File: src/storage_cmd_regs.vh
`ifndef STORAGE_CMD_REGS_VH
`define STORAGE_CMD_REGS_VH
// Summary of operation
// storage is 160 blocks of 4096 bytes
// serial frames go to cluster 0x23, endpoint 0xe6
// requester uses explicit frame type 0x11
// network requests arrive on udp port 0x0bee
// header: code, option, block, offset, length, payload
// length counts payload, or bytes wanted on read
// multi-byte header fields are sent big-endian
// unicast gets reply to source endpoint; broadcast none
// explicit reply for endpoint 0xe6 or explicit requester
// reply echoes code, status replaces option byte
// geometry query: code 0x00, offset zero, no payload
// geometry query answered with code 0x80
// status bit 0 flags error, rest reserved
// reply gives block count and block size
// geometry reply has zero length, no payload
// unknown code gets error reply without payload

// ***************************************************************
// register offsets (apb byte addresses)
// ***************************************************************
`define CTRL_OFS 12'h000
`define STATUS_OFS 12'h004
`define INT_STAT_OFS 12'h008
`define INT_MASK_OFS 12'h00c
`define FRAME_CNT_OFS 12'h010

// ***************************************************************
// register fields and reset values
// ***************************************************************
`define CTRL_ENABLE_BIT 0
`define CTRL_FRAME_MODE_BIT 1
`define CTRL_APP_HDR_LSB 8
`define CTRL_APP_HDR_MSB 15
`define CTRL_RESET 32'h00000003
`define INT_MASK_RESET 5'h00
`define EV_REPLY_DONE 0
`define EV_BAD_CMD 1
`define EV_BCAST_DROP 2
`define EV_ADDR_REJECT 3
`define EV_SHORT_FRAME 4
`define EV_WIDTH 5

// ***************************************************************
// frame constants
// ***************************************************************
`define HDR_BYTES 4'h8
`define STORAGE_CLUSTER 16'h0023
`define VENDOR_ENDPOINT 8'he6
`define STORAGE_UDP_PORT 16'h0bee
`define CMD_GEOMETRY_QUERY 8'h00
`define CMD_GEOMETRY_REPLY 8'h80
`define STORAGE_BLOCK_COUNT 16'h00a0
`define STORAGE_BLOCK_SIZE 16'h1000
`define STATUS_OK 8'h00
`define STATUS_ERROR 8'h01
`endif

File: src/hdr_capture.v
`include "storage_cmd_regs.vh"

module hdr_capture (
  // clock and reset
  input wire clk_i,
  input wire nrst_i,
  // set-up
  input wire [7:0] skip_i,
  // request byte stream
  input wire take_i,
  input wire [7:0] byte_i,
  input wire last_i,
  // captured header
  output wire [63:0] hdr_o,
  output reg done_o,
  output reg short_o
);

  reg [63:0] hdr_q;
  reg [8:0] cnt_q;
  wire [8:0] hdr_end;

  // the application header is skipped, then eight bytes shift in msb first
  assign hdr_end = {1'b0, skip_i} + {5'h00, `HDR_BYTES};
  assign hdr_o = hdr_q;

  always @(posedge clk_i) begin
    if (!nrst_i) begin
      hdr_q <= 64'h0000000000000000;
      cnt_q <= 9'h000;
      done_o <= 1'b0;
      short_o <= 1'b0;
    end else begin
      done_o <= 1'b0;
      if (take_i) begin
        if (cnt_q >= {1'b0, skip_i} && cnt_q < hdr_end) begin
          hdr_q <= {hdr_q[55:0], byte_i}; // see
        end
        // payload bytes past the header are counted only up to saturation
        if (last_i) begin
          cnt_q <= 9'h000;
          done_o <= 1'b1;
          short_o <= (cnt_q + 9'h001) < hdr_end;
        end else if (cnt_q != 9'h1ff) begin
          cnt_q <= cnt_q + 9'h001;
        end
      end
    end
  end

endmodule

File: src/reply_serialiser.v
module reply_serialiser (
  // clock and reset
  input wire clk_i,
  input wire nrst_i,
  // load side
  input wire load_i,
  input wire [63:0] frame_i,
  output wire busy_o,
  // reply byte stream
  output wire tx_valid_o,
  output wire [7:0] tx_byte_o,
  output wire tx_last_o,
  input wire tx_ready_i
);

  reg [63:0] sh_q;
  reg [2:0] idx_q;
  reg busy_q;

  assign busy_o = busy_q;
  assign tx_valid_o = busy_q;
  assign tx_byte_o = sh_q[63:56];
  assign tx_last_o = busy_q && (idx_q == 3'h7);

  always @(posedge clk_i) begin
    if (!nrst_i) begin
      sh_q <= 64'h0000000000000000;
      idx_q <= 3'h0;
      busy_q <= 1'b0;
    end else if (load_i && !busy_q) begin
      sh_q <= frame_i;
      idx_q <= 3'h0;
      busy_q <= 1'b1;
    end else if (busy_q && tx_ready_i) begin
      // most significant byte leaves first
      sh_q <= {sh_q[55:0], 8'h00};
      idx_q <= idx_q + 3'h1;
      if (idx_q == 3'h7) begin
        busy_q <= 1'b0;
      end
    end
  end

endmodule

File: src/storage_cmd_handler.v
`include "storage_cmd_regs.vh"

module storage_cmd_handler (
  // clock and reset
  input wire clk_i,
  input wire nrst_i,
  // apb slave
  input wire psel_i,
  input wire penable_i,
  input wire pwrite_i,
  input wire [11:0] paddr_i,
  input wire [31:0] pwdata_i,
  output reg [31:0] prdata_o,
  output wire pready_o,
  output wire pslverr_o,
  // request stream with its frame attributes
  input wire rx_valid_i,
  input wire [7:0] rx_byte_i,
  input wire rx_last_i,
  output wire rx_ready_o,
  input wire rx_udp_i,
  input wire [15:0] rx_udp_port_i,
  input wire [15:0] rx_cluster_i,
  input wire [7:0] rx_dst_ep_i,
  input wire [7:0] rx_src_ep_i,
  input wire rx_bcast_i,
  input wire rx_explicit_i,
  // reply stream with its delivery attributes
  output wire tx_valid_o,
  output wire [7:0] tx_byte_o,
  output wire tx_last_o,
  input wire tx_ready_i,
  output reg [7:0] tx_dst_ep_o,
  output reg tx_udp_o,
  output reg tx_explicit_o,
  // interrupt
  output reg irq_o
);

  // ***************************************************************
  // state and storage
  // ***************************************************************
  localparam ST_IDLE = 3'b001;
  localparam ST_EVAL = 3'b010;
  localparam ST_SEND = 3'b100;

  reg [2:0] state_q;
  reg [2:0] state_d;
  reg [31:0] ctrl_q;
  reg [`EV_WIDTH-1:0] int_stat_q;
  reg [`EV_WIDTH-1:0] int_mask_q;
  reg [15:0] frame_cnt_q;
  reg [7:0] last_cmd_q;
  reg [7:0] last_status_q;
  reg first_q;
  reg m_udp_q;
  reg [15:0] m_port_q;
  reg [15:0] m_cluster_q;
  reg [7:0] m_dst_ep_q;
  reg [7:0] m_src_ep_q;
  reg m_bcast_q;
  reg m_explicit_q;
  reg [63:0] reply_d;
  reg [7:0] status_d;
  reg [`EV_WIDTH-1:0] ev_d;
  reg load_d;

  wire enable;
  wire frame_mode;
  wire [7:0] app_hdr_len;
  wire rx_take;
  wire [7:0] skip_len;
  wire [63:0] hdr;
  wire hdr_done;
  wire hdr_short;
  wire ser_busy;
  wire [7:0] cmd_code;
  wire [15:0] block_index;
  wire [15:0] byte_offset;
  wire [15:0] payload_len;
  wire addr_ok;
  wire apb_setup;
  wire apb_write;
  wire mapped;

  assign enable = ctrl_q[`CTRL_ENABLE_BIT];
  assign frame_mode = ctrl_q[`CTRL_FRAME_MODE_BIT];
  assign app_hdr_len = ctrl_q[`CTRL_APP_HDR_MSB:`CTRL_APP_HDR_LSB];

  // ***************************************************************
  // helpers
  // ***************************************************************
  // one reply word in wire order; multi-byte fields stay msb first
  function [63:0] pack_reply;
    input [7:0] code;
    input [7:0] status;
    input [15:0] blk;
    input [15:0] ofs;
    input [15:0] len;
    begin
      pack_reply = {code, status, blk, ofs, len}; // see
    end
  endfunction

  function is_mapped;
    input [11:0] addr;
    begin
      is_mapped = (addr == `CTRL_OFS) || (addr == `STATUS_OFS) ||
                  (addr == `INT_STAT_OFS) || (addr == `INT_MASK_OFS) ||
                  (addr == `FRAME_CNT_OFS);
    end
  endfunction

  // ***************************************************************
  // request intake
  // ***************************************************************
  // intake stalls while a frame is judged or a reply is still leaving
  // the cycle after a last byte the header is still unjudged, so hold off a new frame
  assign rx_ready_o = enable && (state_q == ST_IDLE) && !hdr_done;
  assign rx_take = rx_valid_i && rx_ready_o;

  // a first byte uses its own transport flag, never the one left by the last frame
  assign skip_len = (first_q ? rx_udp_i : m_udp_q) ? app_hdr_len : 8'h00;

  hdr_capture u_hdr (
    .clk_i(clk_i),
    .nrst_i(nrst_i),
    .skip_i(skip_len),
    .take_i(rx_take),
    .byte_i(rx_byte_i),
    .last_i(rx_last_i),
    .hdr_o(hdr),
    .done_o(hdr_done),
    .short_o(hdr_short)
  );

  assign cmd_code = hdr[63:56];
  assign block_index = hdr[47:32];
  assign byte_offset = hdr[31:16];
  assign payload_len = hdr[15:0];

  // frame attributes are caught with the first byte of each frame
  always @(posedge clk_i) begin
    if (!nrst_i) begin
      first_q <= 1'b1;
      m_udp_q <= 1'b0;
      m_port_q <= 16'h0000;
      m_cluster_q <= 16'h0000;
      m_dst_ep_q <= 8'h00;
      m_src_ep_q <= 8'h00;
      m_bcast_q <= 1'b0;
      m_explicit_q <= 1'b0;
    end else if (rx_take) begin
      first_q <= rx_last_i;
      if (first_q) begin
        m_udp_q <= rx_udp_i;
        m_port_q <= rx_udp_port_i;
        m_cluster_q <= rx_cluster_i;
        m_dst_ep_q <= rx_dst_ep_i;
        m_src_ep_q <= rx_src_ep_i;
        m_bcast_q <= rx_bcast_i;
        m_explicit_q <= rx_explicit_i;
      end
    end else if (state_q == ST_SEND && !ser_busy) begin
      m_udp_q <= 1'b0;
    end
  end

  // serial frames must target the storage cluster on the vendor endpoint
  assign addr_ok = m_udp_q ? (m_port_q == `STORAGE_UDP_PORT) :
                   (m_cluster_q == `STORAGE_CLUSTER) &&
                   (m_dst_ep_q == `VENDOR_ENDPOINT);

  // ***************************************************************
  // command evaluation
  // ***************************************************************
  always @* begin
    state_d = state_q;
    reply_d = 64'h0000000000000000;
    status_d = `STATUS_OK;
    ev_d = {`EV_WIDTH{1'b0}};
    load_d = 1'b0;
    case (state_q)
      ST_IDLE: begin
        if (hdr_done) begin
          state_d = ST_EVAL;
        end
      end
      ST_EVAL: begin
        state_d = ST_IDLE;
        if (!addr_ok) begin
          ev_d[`EV_ADDR_REJECT] = 1'b1;
        end else if (hdr_short) begin
          ev_d[`EV_SHORT_FRAME] = 1'b1;
        end else if (m_bcast_q) begin
          // broadcast requests are consumed silently
          ev_d[`EV_BCAST_DROP] = 1'b1;
        end else if (cmd_code == `CMD_GEOMETRY_QUERY) begin
          // offset and payload of the query are not checked
          reply_d = pack_reply(`CMD_GEOMETRY_REPLY, `STATUS_OK,
                               `STORAGE_BLOCK_COUNT, `STORAGE_BLOCK_SIZE, // see
                               16'h0000); // see
          load_d = 1'b1;
          state_d = ST_SEND;
        end else begin
          // erase, write and read live elsewhere: refuse with error
          status_d = `STATUS_ERROR;
          reply_d = pack_reply(cmd_code, status_d, block_index,
                               byte_offset, 16'h0000);
          ev_d[`EV_BAD_CMD] = 1'b1;
          load_d = 1'b1;
          state_d = ST_SEND;
        end
      end
      ST_SEND: begin
        if (!ser_busy) begin
          ev_d[`EV_REPLY_DONE] = 1'b1;
          state_d = ST_IDLE;
        end
      end
      default: begin
        state_d = ST_IDLE;
      end
    endcase
  end

  always @(posedge clk_i) begin
    if (!nrst_i) begin
      state_q <= ST_IDLE;
      last_cmd_q <= 8'h00;
      last_status_q <= 8'h00;
      frame_cnt_q <= 16'h0000;
      tx_dst_ep_o <= 8'h00;
      tx_udp_o <= 1'b0;
      tx_explicit_o <= 1'b0;
    end else begin
      state_q <= state_d;
      if (state_q == ST_EVAL && addr_ok) begin
        frame_cnt_q <= frame_cnt_q + 16'h0001;
        last_cmd_q <= cmd_code;
      end
      if (load_d) begin
        last_status_q <= status_d;
        // the reply goes back to where the request came from
        tx_dst_ep_o <= m_src_ep_q;
        tx_udp_o <= m_udp_q;
        tx_explicit_o <= frame_mode && !m_udp_q &&
                         (m_src_ep_q == `VENDOR_ENDPOINT || m_explicit_q);
      end
    end
  end

  reply_serialiser u_ser (
    .clk_i(clk_i),
    .nrst_i(nrst_i),
    .load_i(load_d),
    .frame_i(reply_d),
    .busy_o(ser_busy),
    .tx_valid_o(tx_valid_o),
    .tx_byte_o(tx_byte_o),
    .tx_last_o(tx_last_o),
    .tx_ready_i(tx_ready_i)
  );

  // ***************************************************************
  // apb slave and interrupt
  // ***************************************************************
  // zero wait states: read data is fetched in the setup cycle
  assign apb_setup = psel_i && !penable_i;
  assign apb_write = psel_i && penable_i && pwrite_i;
  assign mapped = is_mapped(paddr_i);
  assign pready_o = 1'b1;
  assign pslverr_o = psel_i && penable_i && !mapped;

  always @(posedge clk_i) begin
    if (!nrst_i) begin
      ctrl_q <= `CTRL_RESET;
      int_mask_q <= `INT_MASK_RESET;
      int_stat_q <= {`EV_WIDTH{1'b0}};
      prdata_o <= 32'h00000000;
      irq_o <= 1'b0;
    end else begin
      if (apb_write && paddr_i == `CTRL_OFS) begin
        ctrl_q <= {16'h0000, pwdata_i[15:8], 6'h00, pwdata_i[1:0]};
      end
      if (apb_write && paddr_i == `INT_MASK_OFS) begin
        int_mask_q <= pwdata_i[`EV_WIDTH-1:0];
      end
      // a new event beats a write-one-to-clear in the same cycle
      if (apb_write && paddr_i == `INT_STAT_OFS) begin
        int_stat_q <= (int_stat_q & ~pwdata_i[`EV_WIDTH-1:0]) | ev_d;
      end else begin
        int_stat_q <= int_stat_q | ev_d;
      end
      irq_o <= |(int_stat_q & int_mask_q);
      if (apb_setup && !pwrite_i) begin
        case (paddr_i)
          `CTRL_OFS: prdata_o <= ctrl_q;
          `STATUS_OFS: prdata_o <= {15'h0000, last_status_q[0], last_cmd_q,
                                    5'h00, state_q};
          `INT_STAT_OFS: prdata_o <= {27'h0000000, int_stat_q};
          `INT_MASK_OFS: prdata_o <= {27'h0000000, int_mask_q};
          `FRAME_CNT_OFS: prdata_o <= {16'h0000, frame_cnt_q};
          default: prdata_o <= 32'h00000000;
        endcase
      end
    end
  end

endmodule

File: config.mk
export PLATFORM = sky130hd
export DESIGN_NAME = storage_cmd_handler
export DESIGN_NICKNAME = d
export VERILOG_FILES = /design/src/hdr_capture.v /design/src/reply_serialiser.v /design/src/storage_cmd_handler.v
export VERILOG_INCLUDE_DIRS = /design/src
export SDC_FILE = /design/constraint.sdc
export NUM_CORES = 1
export LEC_CHECK = 0
export BUFFER_PORTS_ARGS = -buffer_cell sky130_fd_sc_hd__buf_2
export CAP_MARGIN = 20
export CORE_UTILIZATION = 59
export DETAILED_ROUTE_END_ITERATION = 16
export GPL_TIMING_DRIVEN = 0
export PLACE_DENSITY_LB_ADDON = 0.2
export SLEW_MARGIN = 20
export SYNTH_ARGS = -nofsm -noshare
export SYNTH_HDL_FRONTEND = slang
export SYNTH_HIERARCHICAL = 1
export SYNTH_SLANG_ARGS = --single-unit
File: constraint.sdc
create_clock -name clk_i -period 3.9 [get_ports clk_i]
set_clock_uncertainty 0.2 [all_clocks]
set_input_delay 0.78 -clock clk_i [delete_from_list [all_inputs] [get_ports clk_i]]
set_output_delay 0.78 -clock clk_i [all_outputs]
set_load 0.1 [all_outputs]
==> results of run 1 <==
==> stage by stage <==
stage          instance area, µm²  cells
2_1_floorplan               14500   1778
3_3_place_gp                15500   2227
3_5_place_dp                15500   2227
4_1_cts                     16500   2278
5_1_grt                     16600   2279
6_report                    16600   2279
==> where the power goes <==
part           total [W]  internal, W  leakage, nW  switching, W
logic            0.00122     0.000336         3.39      0.000882
clock network    0.00284      0.00172        0.495       0.00112
registers        0.00303      0.00292         2.19      0.000106
==> cell type report <==
type | instances | area, µm²
tap | 319 | 399
clock buffer | 41 | 861
sequential | 271 | 5430
antenna | 1 | 2.50
multi-input combinational | 1291 | 7970
buffer | 198 | 1050
clock inverter | 10 | 125
inverter | 18 | 67.6
timing repair buffer | 130 | 651
fill | 1980 | 7130
==> what timing repair did <==
| action | 4_1_cts | 5_1_grt |
|---|---|---|
| resized for setup | 1 | 10 |
| hold buffers | 0 | 0 |
| setup buffers | 0 | 0 |
| setup endpoints to repair | 47 | 59 |
==> flip-flops by register name (all words and copies together) (netlist names), 5 cells and up <==
signal and count:
tx_dst_ep_o 8, m_cluster_q 16, m_port_q 16, u_ser/sh_q 64, ctrl_q 10, frame_cnt_q 16, last_cmd_q 8, m_dst_ep_q 8
u_hdr/cnt_q 9, prdata_o 17, int_stat_q 5, int_mask_q 5, u_hdr/hdr_o 64, m_src_ep_q 8
==> worst reg2reg max path, stage by stage, from the launching register on <==
cell      delay [ps]
dfxtp_1          460
mux2i_4          420
nor2b_1          200
ha_1             290
xnor2_1          170
ha_1             340
nand2_1           70
a211o_1          280
a22oi_1          310
buf_4            270
clkbuf_1         370
nand4_1          160
nand4_1          140
==> path summary, 6_finish.rpt <==
path / end / slack [ps] / cells past startpoint
max: pslverr_o / 120 / 7
min: prdata_o[7]$_SDFFE_PN0P_ / 250 / 2
min reg2reg: prdata_o[7]$_SDFFE_PN0P_ / 250 / 2
max reg2reg: u_hdr/hdr_o[41]$_SDFFE_PN0P_ / 150 / 12
==> placed cells by master, fill, tap and decap left out, drive strengths merged, types with 8 or more instances in the layout <==
master,count
nand4b,9
nor2,36
nor2b,26
clkinv,8
o21ai,108
ha,25
a21oi,120
dfxtp,271
mux2i,30
nand4,182
xnor2,9
a31oi,10
and3,9
clkbuf,150
nand3,19
conb,39
nand2,220
o31ai,16
buf,219
a21boi,52
or4,25
o211ai,22
o2111ai,66
inv,17
a22oi,62
o21a,14
and2,108
nor3,14
==> routing by layer <==
layer | up-vias | global-route usage [%] | share of wire [%]
li1 | 6809 | - | -
met1 | 6854 | 45.0 | 42
met2 | 747 | 54.4 | 45
met3 | 125 | 4.00 | 8.1
met4 | 0 | 16.0 | 4.1
met5 | - | 0 | 0
==> cell families (layout without fill, tap and decap cells) <==
| kind of cell | after synthesis | count (layout) | synth area share (%) |
|---|---|---|---|
| AND/OR/NAND/NOR | 692 | 692 | 26.6 |
| adder cells (fa/ha/maj) | 25 | 25 | 2.18 |
| AO/OA/AOI/OAI | 494 | 494 | 22.6 |
| multiplexers | 31 | 31 | 2.26 |
| flip-flops | 271 | 271 | 37.8 |
| buffers and inverters | 216 | 397 | 7.77 |
| XOR/XNOR | 10 | 10 | 0.715 |
| other | 2 | 40 | 0.0523 |
==> reports/results.txt, run 1 <==
Status: finished, final reports clean
Die Span Y: 158 µm
Die area: 24900 µm²
Crit end category: output port
Root Buffer: clkbuf_16
Drc violations: 0
Synth Cell Area: 14300 µm²
Post-synthesis sequential element count: 271
Lkg Pwr: 6.08 nW
RSZ-0062 raised after global routing: false
IO buf count: 130
WL per Instance: 18.8 µm
Worst path max stage delay: 530 ps
Share of cells above drive strength 1: 14.8%
Area Overhead vs Synth: 15.4%
Initial Util: 60.6%
Final setup vio count: 0
Num ports: 167
Worst setup margin: 119 ps
Start point of the critical path: paddr_i[9]
DP Worst Slack: -512 ps
Synth warnings: 6
Most frequent cell after synthesis: dfxtp_1
Global-route wire length before repair: 67400 µm
Initial antenna violation count: 1
Tcrit/Tclk final: 97.0%
Vias in the first global route: 13286
Detail Route Antenna Nets: 0
Slew Limit Fails: 0
Syn avg cell area: 8.24 µm²
Count of final hold-check violations: 0
Worst-case hold slack: 249 ps
Vias: 14535
Clk Latency, worst-skew pair: 550 ps
Grt total ovfl: 0
PD cells: 428 nW/µm²
Setup TNS: 0 ps
Hold path start: prdata_o[7]$_SDFFE_PN0P_
Peak VDD IR: 0.000372 V
Worst Path Max Fanout: 9
Worst-path clk slew: 60 ps
Critical R2R Launch: first_q$_SDFFE_PN1P_
CP Data Arrival Time: 2800 ps
Post-synth cell types: 73
Yosys top cell by area: dfxtp_1
Worst-path cell with the longest stage delay: or4_4
Post-layout min period: 3780 ps
CP startpoint kind: input pin
CP required: 2920 ps
Row count: 56
Synth top area cells: dfxtp_1, nand4_1, nand2_1
CP delay by family, top: simple AND/OR/NAND/NOR gates
Slew of the pin with the lowest slew margin: 1060 ps
Relative slew slack: 28.5%
Die Span X: 158 µm
Layout Nets: 2074
DR pass1 iterations: 6
Crit path top cell by count: buf_2
Total Routing Usage GR: 33.8%
Register area share after synthesis: 37.8%
Tot Pwr: 0.00708 W
TritonCTS buffer count: 28
Total core area: 23700 µm²
Critical path class: input pin to output port
H-tree lvl count: 1
Sink Count: 271
Post-layout util: 69.9%
MaxCap Viol Count: 0
CTS tree: built
DR iter-0 viols: 1729
Post-synth EDFFs: 0
Pin count of the biggest net entering global routing: 14
Synth async-reset ratio: 0%
CTS max path bufs: 3
Post-synth top flop: dfxtp_1
Most frequent cells after synthesis: dfxtp_1, nand2_1, nand4_1
Class of the worst hold path: flip-flop to flip-flop
Buf/Inv on CP: 3
Fmax: 264 MHz
Total length of routed wires: 42900 µm
CP Cell Sequence: buf_2 > or4_4 > or3_1 > buf_6 > nor2_1 > nor2_2 > buf_2
Final Wtd Congestion: 0.939
Mapped Cells: 1741
Via density: 6.38
Area share of the largest cell type after synthesis: 37.8%
Detailed placement HPWL: 30900 µm
Note: power is estimated with default switching activity, not from simulation.
==> inputs of run 2 (changes only) <==
--- a/config.mk
+++ b/config.mk
@@ -8,7 +8,9 @@
 export LEC_CHECK = 0
 export BUFFER_PORTS_ARGS = -buffer_cell sky130_fd_sc_hd__buf_2
 export CAP_MARGIN = 20
-export CORE_UTILIZATION = 59
+export CELL_PAD_IN_SITES_DETAIL_PLACEMENT = 1
+export CELL_PAD_IN_SITES_GLOBAL_PLACEMENT = 1
+export CORE_UTILIZATION = 44
 export DETAILED_ROUTE_END_ITERATION = 16
 export GPL_TIMING_DRIVEN = 0
 export PLACE_DENSITY_LB_ADDON = 0.2
==> run 2 against run 1 <==
Effect of this change:
- worst setup slack improved by 110 ps
- cell count increased by 5.4%
- global-route usage decreased by 4.7 points
- combinational power increased by 3%
- power increased by 1.8%
- flip-flop and latch count unchanged
==> reports/results.txt, run 2 (synthesis results as in run 1) <==
Pin count of the biggest net entering global routing: 16
Clock power share: 40.5%
Total Routing Usage GR: 29.1%
Flop pwr share: 42.1%
Worst setup margin: 225 ps
Num ports: 167
CP Data Arrival Time: 3970 ps
Status: finished, final reports clean
Die area: 33300 µm²
IO buf count: 130
MaxCap Viol Count: 0
CTS max path bufs: 3
Final setup vio count: 0
Vias: 14398
CP required: 4200 ps
Final Wtd Congestion: 0.868
Initial antenna violation count: 0
Post-layout min period: 3670 ps
Most frequent cells in the layout: dfxtp_1, nand2_1, nand4_1
Fmax: 272 MHz
DP Worst Slack: -586 ps
Worst path max stage delay: 540 ps
Switching pwr: 0.00222 W
Detailed placement HPWL: 35700 µm
DR pass1 iterations: 6
Layout Nets: 2077
DR iter-0 viols: 1034
CP Cell Sequence: mux2i_4 > nor2b_1 > ha_1 > xnor2_1 > ha_1 > nand2_1 > a211o_1 > a22oi_1 > buf_4 > clkbuf_1 > nand4_1 > nand4_1
Reg2reg path depth: 12
Grt total ovfl: 0
Setup TNS: 0 ps
Drc violations: 0
Critical R2R Launch: m_udp_q$_SDFFE_PN0P_
Via density: 6.00
Commonest non-fill, non-tap cell in the layout: dfxtp_1
Reg-to-Reg End: u_hdr/hdr_o[1]$_SDFFE_PN0P_
GR Util met2: 51.6%
Sink Count: 271
Hold path start: m_port_q[7]$_SDFFE_PN0P_
H-tree lvl count: 1
Hold-fix buffers, CTS: 0
Switching share of total power: 30.7%
Peak VDD IR: 0.000328 V
Lkg Pwr: 6.08 nW
RSZ-0062 raised after global routing: false
Share of cells above drive strength 1: 14.8%
Total length of routed wires: 49000 µm
CTS tree: built
Tcrit/Tclk final: 94.2%
Global-route wire length before repair: 78200 µm
Worst Path Max Fanout: 10
Clk Latency, worst-skew pair: 560 ps
Area Overhead vs Synth: 16.6%
Detail Route Antenna Nets: 0
Die Span X: 183 µm
Worst-case hold slack: 252 ps
CP startpoint kind: flip-flop
Crit end category: flip-flop
Vias in the first global route: 14632
Tot Pwr: 0.00721 W
Met1 GRT Util: 36.6%
PD cells: 431 nW/µm²
Root Buffer: clkbuf_16
Slew Limit Fails: 0
# diodes: 0
Worst-path cell with the longest stage delay: dfxtp_1
Relative slew slack: 44.4%
Worst-path clk slew: 60 ps
Worst Hold Depth: 2
Count of final hold-check violations: 0
Gate power share: 17.5%
Critical path class: flip-flop to flip-flop
Die Span Y: 183 µm
Post-layout util: 52.6%
Class of the worst hold path: flip-flop to flip-flop
Slew of the pin with the lowest slew margin: 834 ps
Top Usage Layer GRT: met2
M3 GR Usage: 3.17%
WL per Instance: 20.4 µm
WHS Endpoint: m_port_q[7]$_SDFFE_PN0P_
Int Power: 0.00499 W
Total core area: 31800 µm²
TritonCTS buffer count: 31
Initial Util: 45.1%
R2R setup slack: 230 ps
Row count: 65
==> run 2: cell types whose count changed in the layout (fill, tap and decap cells not counted), sizes merged <==
cell,before,now
clkinvlp,0,1
buf,219,218
inv,17,19
clkinv,8,9
clkbuf,150,154
diode,1,0
==> run 2: critical path: cells and delay by family (launching register included) <==
family	cells	cell delay [ps]
AOI/OAI and AO/OA	2	580
buffers and inverters	2	640
adders and majority gates	2	640
xor gates and xnor gates	1	130
muxes	1	190
DFF	1	540
and+or+nand+nor	4	680
==> run 2: how the worst max path moves through the flow <==
stage / start / to / slack [ps]
6_report: m_udp_q$_SDFFE_PN0P_ / u_hdr/hdr_o[1]$_SDFFE_PN0P_ / 230
5_1_grt: m_udp_q$_SDFFE_PN0P_ / u_ser/sh_q[62]$_SDFFE_PN0P_ / 4
4_1_cts: m_udp_q$_SDFFE_PN0P_ / u_hdr/hdr_o[44]$_SDFFE_PN0P_ / 80
3_5_place_dp: rx_udp_i / u_hdr/hdr_o[44]$_SDFFE_PN0P_ / -590
3_3_place_gp: rx_udp_i / u_hdr/hdr_o[45]$_SDFFE_PN0P_ / -470
2_1_floorplan: rx_udp_i / u_hdr/hdr_o[59]$_SDFFE_PN0P_ / 340
==> run 2: what timing repair did <==
item	in CTS	in global routing
gates cloned	0	0
setup buffers	0	0
resized for setup	2	7
setup endpoints to repair	40	43
==> run 2: area by class of cell <==
class / instances / area, µm²
buffer: 198 / 1050
fill: 3914 / 15100
multi-input combinational: 1291 / 7980
clock inverter: 14 / 155
clock buffer: 44 / 865
inverter: 18 / 67.6
sequential: 271 / 5430
timing repair buffer: 130 / 651
tap: 435 / 544
==> run 2: power groups by stage <==
stage | Clock [W] | Combinational [W] | Sequential, W
after detailed placement | 0 | 0.00123 | 0.00309
after global routing | 0.00309 | 0.00137 | 0.00305
final | 0.00292 | 0.00126 | 0.00303
after CTS | 0.00297 | 0.00124 | 0.00303
after floorplan | 0 | 0.000855 | 0.00305
after global placement | 0 | 0.00119 | 0.00308
==> run 2: layer usage <==
layer	share of wire (%)	wire length [µm]	up-vias
met5	0	0	-
met4	2.8	1380	0
met3	5.1	2520	96
met2	49	24000	434
met1	43	21100	7044
li1	-	-	6824
==> run 2: stage by stage <==
stage	instances	instance area, µm²
6_report	2401	16700
5_1_grt	2401	16700
4_1_cts	2401	16700
3_5_place_dp	2343	15700
3_3_place_gp	2343	15700
2_1_floorplan	1778	14500
